==> config.mk <==
export PLATFORM = sky130hd
export DESIGN_NAME = tcc_channel
export DESIGN_NICKNAME = d
export VERILOG_FILES = /design/src/hdl/tcc_pkg.sv /design/src/hdl/tcc_channel.sv
export VERILOG_INCLUDE_DIRS = /design/src /design/src/hdl
export SDC_FILE = /design/constraint.sdc
export NUM_CORES = 1
export LEC_CHECK = 0
export BUFFER_PORTS_ARGS = -buffer_cell sky130_fd_sc_hd__buf_4
export CAP_MARGIN = 20
export CORE_MARGIN = 2
export CORE_UTILIZATION = 30
export CTS_BUF_LIST = sky130_fd_sc_hd__clkbuf_16
export CTS_CLUSTER_SIZE = 16
export DETAILED_ROUTE_END_ITERATION = 7
export PLACE_DENSITY_LB_ADDON = 0.1
export SLEW_MARGIN = 40
export SYNTH_ARGS = -nofsm -noshare
export SYNTH_HDL_FRONTEND = slang
export SYNTH_SLANG_ARGS = --single-unit
==> constraint.sdc <==
create_clock -name clk_sys -period 4.4 [get_ports clk_sys]
set_input_delay 0.22 -clock clk_sys [delete_from_list [all_inputs] [get_ports clk_sys]]
set_output_delay 0.22 -clock clk_sys [all_outputs]
set_load 0.01 [all_outputs]
==> src/hdl/tcc_regs.svh <==
// register offsets, field positions and reset values of the timer channel
`ifndef TCC_REGS_SVH
`define TCC_REGS_SVH
`define TCC_ADDR_SC 2'h0
`define TCC_ADDR_VH 2'h1
`define TCC_ADDR_VL 2'h2
`define TCC_SC_FLAG 7
`define TCC_SC_IE 6
`define TCC_SC_MSB 5
`define TCC_SC_MSA 4
`define TCC_SC_ELS_HI 3
`define TCC_SC_ELS_LO 2
`define TCC_RST_VAL 16'h0000
`define TCC_RST_BYTE 8'h00
`define TCC_CNT_ZERO 16'h0000
`define TCC_SYNC_STAGES 2
`endif

==> src/hdl/tcc_pkg.sv <==
// types shared by the timer channel and its bench
package tcc_pkg;
  typedef enum logic [1:0] {
    TCC_IC = 2'h0,
    TCC_OC = 2'h1,
    TCC_EPWM = 2'h3,
    TCC_CPWM = 2'h2
  } tcc_mode_e;
  typedef struct packed {
    logic [1:0] addr;
    logic [7:0] wdata;
    logic wr;
    logic rd;
  } tcc_bus_s;
  typedef struct packed {
    logic [15:0] cnt;
    logic [15:0] modulus;
    logic tick;
    logic ovf;
    logic down;
    logic center;
  } tcc_core_s;
  typedef struct packed {
    logic flag;
    logic ie;
    logic ms_hi;
    logic ms_lo;
    logic [1:0] els;
    logic armed;
    logic [15:0] val;
    logic [15:0] buf_val;
    logic got_hi;
    logic got_lo;
    logic latched;
    logic hold_hi;
    logic [15:0] hold;
    logic pin_s1;
    logic pin_s2;
    logic pin_prev;
    logic out;
    logic oe;
    logic irq;
    logic [7:0] rdata;
  } tcc_state_s;
endpackage

==> src/hdl/tcc_channel.sv <==
// one timer channel: capture, compare, edge and center pwm
//
// Chosen here: the register offsets and the strobed register port.
`timescale 1ns/1ps
`include "tcc_regs.svh"

module tcc_channel (
  // clock and reset
  input wire logic clk_sys,
  input wire logic rst,
  // register port
  input tcc_pkg::tcc_bus_s bus,
  output logic [7:0] rdata,
  // timer core
  input tcc_pkg::tcc_core_s core,
  // channel pin
  input wire logic pin_in,
  output logic pin_out,
  output logic pin_oe,
  // interrupt request
  output logic channel_irq
);

  tcc_pkg::tcc_state_s q;
  tcc_pkg::tcc_state_s next_q;
  tcc_pkg::tcc_mode_e mode;
  logic match;
  logic rise;
  logic fall;
  logic ev;
  logic full;
  logic load;
  logic [15:0] cmp_val;

  always_comb
  begin
    if (core.center)
    begin
      mode = tcc_pkg::TCC_CPWM;
    end
    else if (q.ms_hi)
    begin
      mode = tcc_pkg::TCC_EPWM;
    end
    else if (q.ms_lo)
    begin
      mode = tcc_pkg::TCC_OC;
    end
    else
    begin
      mode = tcc_pkg::TCC_IC;
    end
  end

  // paired bytes that move this cycle already govern this count, so a
  // zero value loaded at counter zero gives 0% from its first period
  assign load = q.got_hi && q.got_lo && (mode == tcc_pkg::TCC_IC
    || mode == tcc_pkg::TCC_OC || core.cnt == `TCC_CNT_ZERO);
  assign cmp_val = load ? q.buf_val : q.val;
  // compared once per counter step only
  assign match = core.tick && (core.cnt == cmp_val);
  assign rise = q.pin_s2 & ~q.pin_prev;
  assign fall = ~q.pin_s2 & q.pin_prev;
  // value beyond modulus never matches: output stays at its
  // overflow level for the whole period
  assign full = cmp_val > core.modulus;

  always_comb
  begin
    if (mode == tcc_pkg::TCC_IC)
    begin
      // bit 0 picks rising, bit 1 falling; 00 disables capture
      ev = (q.els[0] & rise) | (q.els[1] & fall);
    end
    else
    begin
      ev = match;
    end
  end

  always_comb
  begin
    next_q = q;
    next_q.pin_s1 = pin_in;
    next_q.pin_s2 = q.pin_s1;
    next_q.pin_prev = q.pin_s2;
    next_q.rdata = `TCC_RST_BYTE;

    // buffered value moves to the active register
    if (q.got_hi && q.got_lo)
    begin
      if (mode == tcc_pkg::TCC_IC || mode == tcc_pkg::TCC_OC)
      begin
        next_q.val = q.buf_val;
        next_q.got_hi = 1'b0;
        next_q.got_lo = 1'b0;
      end
      else if (core.cnt == `TCC_CNT_ZERO)
      begin
        next_q.val = q.buf_val;
        next_q.got_hi = 1'b0;
        next_q.got_lo = 1'b0;
      end
    end

    if (bus.rd)
    begin
      case (bus.addr)
        `TCC_ADDR_SC:
        begin
          next_q.rdata = {q.flag, q.ie, q.ms_hi, q.ms_lo, q.els, 2'h0};
          if (q.flag)
          begin
            next_q.armed = 1'b1;
          end
        end
        `TCC_ADDR_VH, `TCC_ADDR_VL:
        begin
          if (mode == tcc_pkg::TCC_IC && q.latched)
          begin
            next_q.rdata = bus.addr[0] ? q.hold[15:8] : q.hold[7:0];
            // reading the other byte releases the latch
            if (q.hold_hi != bus.addr[0])
            begin
              next_q.latched = 1'b0;
            end
          end
          else
          begin
            next_q.rdata = bus.addr[0] ? q.val[15:8] : q.val[7:0];
            if (mode == tcc_pkg::TCC_IC)
            begin
              next_q.latched = 1'b1;
              next_q.hold = q.val;
              next_q.hold_hi = bus.addr[0];
            end
          end
        end
        default:
        begin
          next_q.rdata = `TCC_RST_BYTE;
        end
      endcase
    end

    if (bus.wr)
    begin
      case (bus.addr)
        `TCC_ADDR_SC:
        begin
          next_q.ie = bus.wdata[`TCC_SC_IE];
          next_q.ms_hi = bus.wdata[`TCC_SC_MSB];
          next_q.ms_lo = bus.wdata[`TCC_SC_MSA];
          next_q.els = bus.wdata[`TCC_SC_ELS_HI:`TCC_SC_ELS_LO];
          // writing one to the flag does nothing
          if (q.armed && !bus.wdata[`TCC_SC_FLAG])
          begin
            next_q.flag = 1'b0;
          end
          next_q.armed = 1'b0;
          next_q.latched = 1'b0;
          next_q.got_hi = 1'b0;
          next_q.got_lo = 1'b0;
        end
        `TCC_ADDR_VH:
        begin
          next_q.buf_val[15:8] = bus.wdata;
          next_q.got_hi = 1'b1;
        end
        `TCC_ADDR_VL:
        begin
          next_q.buf_val[7:0] = bus.wdata;
          next_q.got_lo = 1'b1;
        end
        default:
        begin
          next_q.ie = q.ie;
        end
      endcase
    end

    // event wins over a clear in the same cycle
    if (ev)
    begin
      next_q.flag = 1'b1;
      next_q.armed = 1'b0;
      if (mode == tcc_pkg::TCC_IC)
      begin
        next_q.val = core.cnt;
      end
    end

    // pin drive; released entirely when the select is 00
    next_q.oe = (q.els != 2'h0) && (mode != tcc_pkg::TCC_IC);
    case (mode)
      tcc_pkg::TCC_OC:
      begin
        if (match)
        begin
          case (q.els)
            2'h1: next_q.out = ~q.out;
            2'h2: next_q.out = 1'b0;
            2'h3: next_q.out = 1'b1;
            default: next_q.out = q.out;
          endcase
        end
      end
      tcc_pkg::TCC_EPWM:
      begin
        // match after overflow so a zero value gives 0% duty
        if (core.ovf && core.tick)
        begin
          next_q.out = ~q.els[0];
        end
        if (match && !full)
        begin
          next_q.out = q.els[0];
        end
      end
      tcc_pkg::TCC_CPWM:
      begin
        if (match)
        begin
          next_q.out = q.els[0] ^ core.down;
        end
      end
      default:
      begin
        next_q.out = q.out;
      end
    endcase

    next_q.irq = next_q.flag & next_q.ie;
  end

  always_ff @(posedge clk_sys)
  begin
    if (rst)
    begin
      q <= '0;
    end
    else
    begin
      q <= next_q;
    end
  end

  assign rdata = q.rdata;
  assign pin_out = q.out;
  assign pin_oe = q.oe;
  assign channel_irq = q.irq;
endmodule

==> Yosys cells after proc, flatten, opt, wreduce, memory -nomap -nowiden <==
Index checks and enable logic that the tools add are counted.
{ "classes": {"mux": 42, "n_bitwise": 13, "n_lt_le_gt_ge": 1, "eq_ne": 14, "reduce_logical": 26} }
{ "ops": {"columns": ["cell", "n"], "rows": [
  ["2-to-1 mux 16 bit", 6],
  ["2-to-1 mux 18 bit", 3],
  ["2-to-1 mux 8 bit", 3],
  ["2-to-1 mux 17 bit", 1],
  ["equality test 16 bit", 1],
  ["> comparator 16 bit", 1],
  ["zero test 16 bit", 1],
  ["2-to-1 mux 1 bit", 16],
  ["case mux 8 bit (2 select lines)", 1],
  ["equality test 2 bit, second input constant", 5],
  ["2-to-1 mux 2 bit", 5],
  ["logical AND 1 bit", 8],
  ["2-to-1 mux 7 bit", 1],
  ["equality test 2 x 1 -> 1 bit, second input constant", 3],
  ["NOT 1 bit", 6],
  ["case mux 1 bit (3 select lines)", 2],
  ["AND reduction 2 bit", 3],
  ["OR reduction 2 bit", 3],
  ["bitwise AND 1 bit", 5],
  ["2-to-1 mux 5 bit", 1],
  ["AND reduction 5 bit", 1],
  ["zero test 2 bit", 2],
  ["inequality test 2 bit, second input constant", 2],
  ["inequality test 4 x 1 -> 1 bit, second input constant", 1],
  ["11 further kinds", 15]
]} }
{ "totals": {"reg_bits": 73, "out_inout_bits": 11, "in_bits": 51, "word_cells": 117} }

==> Logic depth before layout (Yosys ltp) <==
{ "logic_depth": {"ltp_word": 13, "mapped_depth": 18, "mapped_depth_nobuf": 15} }

==> Least setup slack after synthesis <==
No wires, ideal clock.
{ "synth_path": {"kind": "input to register", "start": "in core[23] in the netlist's numbering", "end": "reg q, in the netlist pin_out", "stages": 17, "required_ns": 4.326, "t_arrival_ns": 3.392, "path_buffers": 3, "setup_slack_ns": 0.933, "path_cell_list": "nor4_1 -> nand4_1 -> buf_2 -> buf_2 -> a21oi_2 -> buf_2 -> mux2_2 -> ha_1 -> nand4_1 -> nor2_1 -> o21ai_0 -> a31oi_1 -> a2bb2oi_1 -> nor2_1 -> o31a_2 -> a21o_1 -> a31oi_1"} }
{ "synth_via": {"elab_chain_len": 9, "word_cells_on_any_way": 15} }
{ "synth_rtl": {"columns": ["item", "line", "text"], "rows": [
  ["from (decl)", "tcc_channel.sv:15", "input tcc_pkg::tcc_core_s core,"],
  ["zero test 16 bit (no source line)", null, null],
  ["logical OR 1 bit (no source line)", null, null],
  ["logical AND 1 bit", "tcc_channel.sv:57", "assign load = q.got_hi && q.got_lo && (mode == tcc_pkg::TCC_IC"],
  ["2-to-1 mux 16 bit", "tcc_channel.sv:59", "assign cmp_val = load ? q.buf_val : q.val;"],
  ["> comparator 16 bit or equality test 16 bit (tied branches)", "tcc_channel.sv:66, tcc_channel.sv:61", null],
  ["zero test 1 bit or logical AND 1 bit (tied branches)", "tcc_channel.sv:215, tcc_channel.sv:61", null],
  ["logical AND 1 bit", "tcc_channel.sv:215", "if (match && !full)"],
  ["inequality test 3 bit (no source line) or 2-to-1 mux 1 bit (tied branches)", null, null],
  ["AND reduction 5 bit (no source line) or case mux 1 bit (3 select lines) (tied branches)", null, null],
  ["to (signal assigned)", "tcc_channel.sv:244", "q <= next_q;"],
  ["to (decl)", "tcc_channel.sv:24", "tcc_pkg::tcc_state_s q;"]
]} }
Several ways; a longest one is shown, not always the timed one.
A chain may end at the register's enable or synchronous reset.

==> Final worst setup path <==
{ "layout_path": {"start": "reg q[70] in the netlist's numbering", "end": "reg q, in the netlist pin_out"} }
{ "layout_via": {"elab_chain_len": 12, "word_cells_on_any_way": 23} }
{ "layout_rtl": {"columns": ["item", "line", "text"], "rows": [
  ["2-to-1 mux 2 bit (*)", "tcc_channel.sv:41", "else if (q.ms_hi)"],
  ["2-to-1 mux 2 bit (*)", "tcc_channel.sv:37", "if (core.center)"],
  ["equality test 2 x 1 -> 1 bit or zero test 2 bit (tied branches)", "tcc_channel.sv:58, tcc_channel.sv:195, tcc_channel.sv:57", null],
  ["logical OR 1 bit", "tcc_channel.sv:58", "|| mode == tcc_pkg::TCC_OC || core.cnt == `TCC_CNT_ZERO);"],
  ["logical OR 1 bit (no source line)", null, null],
  ["logical AND 1 bit", "tcc_channel.sv:57", null],
  ["2-to-1 mux 16 bit", "tcc_channel.sv:59", null],
  ["> comparator 16 bit or equality test 16 bit (tied branches)", "tcc_channel.sv:66, tcc_channel.sv:61", null],
  ["zero test 1 bit or logical AND 1 bit (tied branches)", "tcc_channel.sv:215, tcc_channel.sv:61", null],
  ["logical AND 1 bit", "tcc_channel.sv:215", null],
  ["inequality test 3 bit (no source line) or 2-to-1 mux 1 bit (tied branches)", null, null],
  ["AND reduction 5 bit (no source line) or case mux 1 bit (3 select lines) (tied branches)", null, null]
]} }
Every way passes the cells marked *; elsewhere a longest branch is shown, timed or not.

==> results.ini <==
[outcome]
status=complete, no violations

[timing]
fin_crit_ns=3.69
max_slew_margin_pct=52.0
rsz0062_at_grt=no
setup_viol=0
setup_ws_ns=0.715
setup_tns_ns=0
slew_violations=0
post-route-period-util_pct=83.8
max_freq_mhz=271
skew_ns=0.00829
hold_violations=0
worst_slew_pin_slew_ns=0.721

[yosys]
syn_area_per_cell_um2=8.02
synth_edf_count=0
async_reset_ff_share_pct=0
ys_types=65
synthFlopType=dfxtp_1
synth_warnings=0
syn_inst=558
synth-seq-area-share_pct=32.7
syn_nets=631
synth-seq-cells=73
syn-cell-area_mm2=0.00447

[critical_path]
arrival_ns=3.95
critPathTopFamily=compound AO/OA/AOI/OAI gates
required_ns=4.66
cp-end-kind=register
crit_buf_inv=1
critPathLaunchType=register
slowest_stage=a21oi_2
critPathKind=reg2reg
slowest_delay_ns=0.44
crit_fanout=11
cp_cell_sequence=or2_1, a21oi_2, buf_4, mux2_2, ha_1, o21a_1, o21ai_0, a31oi_1, a2bb2oi_1, nor2_1, o31a_2, a21o_1, a31oi_1
cpMostUsedCell=a31oi_1

[placed_design]
portBuffers=61
dpl_cell_area_mm2=0.00504
gp_congestion=0.901
dp_cells=774
dpl.hpwl_mm=12.1
place_ws_ns=0.459

[drt]
drtAntennaViolNets=0
viasPerCell=5.45
totalWireLength_mm=15.7
drc=0
vias=4302
drt_iter0_drc=266
first_pass_iters=5
routedWlPerCell_um=19.8

[clock_tree]
clkTransAtPathRegs_ns=0.06
clock_latency_ns=0.35
root_buffer=clkbuf_16
postCtsHoldBufs=0
cts_sinks=73
cts_tree=yes
cts_setup_buffers=0
cts_resized=0
cts.path.max_buffers=2
htree_levels=3
cts_buffers=9

[cells_and_area]
drive_gt1_share_pct=17.7
stdcell_count=789
stdcell_area_mm2=0.00533
nets=674
area_growth_pct=19.1
num_antenna_cells=0

[floorplanning]
dieArea_mm2=0.0159
row_count=44
core_area_mm2=0.0145
ios=62
initial_utilization_pct=30.8
die_x_um=126
fp.dieH_um=126

[power]
swShare_pct=25.8
clock_power_share_pct=45.5
p_leak_nw=2.21
p_per_area_mw_per_mm2=297
pwr-share-seq_pct=43.3
p_sw_uw=408
combPwrFrac_pct=11.2
irDropWorstVdd_mv=0.181
p_int_mw=1.17

[global_route]
globalRouteOverflowTotal=0
grt_pass1_wl_mm=24.3
grt_pass1_vias=4205
antenna_found_initial=0
grt_max_degree=67
grtUsageTotal_pct=20.0

[min_path]
hold_path_class=in2reg

[job]
cap_violations=0

-- path summary, 6_finish.rpt --
kind / endpoint / depth (start not counted) / slack, ns / from
worst max-delay path: pin_out / 13 / 0.71 / q[70]
worst min-delay path: next_q[12] / 2 / 0.10 / pin_in
worst max register to register: pin_out / 13 / 0.71 / q[70]
worst min register to register: next_q[11] / 1 / 0.44 / next_q[12]
-- cells in the mapped netlist, drive strengths merged, types with 6 or more instances --
cell | count | area, µm²
mux2 | 10 | 116
buf | 15 | 93.8
inv | 40 | 150
o22ai | 6 | 37.5
mux2i | 12 | 120
nor3 | 8 | 40.0
a21oi | 57 | 289
nand3 | 20 | 100
clkbuf | 21 | 78.8
mux4 | 8 | 180
a22o | 7 | 61.3
nor2b | 16 | 100
a21o | 6 | 45.0
ha | 22 | 275
nand4 | 10 | 62.6
nor2 | 39 | 146
nand2 | 79 | 297
a31oi | 6 | 37.5
nand2b | 12 | 75.1
o21ai | 20 | 100
dfxtp | 73 | 1460
nor4 | 8 | 77.6
-- layout by cell type, fill, tap and decap left out, types with 16 or more instances in the layout --
cell type and n:
nand3_1 20, ha_1 22, buf_4 68, nand2_1 79, dfxtp_1 73, nor2b_1 16, inv_1 41, a21oi_1 56
o21ai_0 19, nor2_1 38
-- cell families (layout without fill, tap and decap cells) --
group,after synthesis,in the layout,synth area share (%)
AND/OR/NAND/NOR,212,212,23.6
AO/OA/AOI/OAI,141,141,20.3
buffers and inverters,76,123,7.22
flip-flops,73,73,32.7
multiplexers,30,30,9.31
adder cells (fa/ha/maj),22,22,6.15
XOR/XNOR,4,4,0.783
-- power groups by stage --
stage | Clock [mW] | Sequential [mW] | Combinational (mW)
6_report | 0.719 | 0.685 | 0.177
5_1_grt | 0.759 | 0.687 | 0.194
4_1_cts | 0.733 | 0.685 | 0.177
3_5_place_dp | 0 | 0.700 | 0.176
3_3_place_gp | 0 | 0.700 | 0.175
2_1_floorplan | 0 | 0.693 | 0.0961
-- flip-flops by register name (all words and copies together) (netlist names) --
| name | flops |
|---|---|
| channel_irq | 1 |
| next_q | 2 |
| pin_oe | 1 |
| pin_out | 1 |
| q | 60 |
| rdata | 8 |
-- routing by layer --
| layer | global-route usage (%) | vias up | part of all wire [%] |
|---|---|---|---|
| li1 | - | 2063 | - |
| met1 | 26.8 | 2065 | 46 |
| met2 | 31.2 | 145 | 45 |
| met3 | 5.44 | 29 | 6.0 |
| met4 | 6.40 | 0 | 2.8 |
| met5 | 0 | - | 0 |
-- through the flow --
step,hold WS [ns],util (%),power (mW)
3_3_place_gp,0.429,34.7,0.875
5_1_grt,0.0934,36.6,1.64
3_5_place_dp,0.433,34.7,0.876
6_report,0.104,36.6,1.58
4_1_cts,0.0930,36.6,1.59
2_1_floorplan,0.348,-,0.789
-- final cells by class --
class / count / area (µm²)
tap: 184 / 230
inverter: 40 / 150
clock inverter: 6 / 51.3
clock buffer: 9 / 225
fill: 1527 / 9210
timing repair buffer: 68 / 510
sequential: 73 / 1460
multi-input combinational: 409 / 2700
Power figures use the tool's default switching activity.
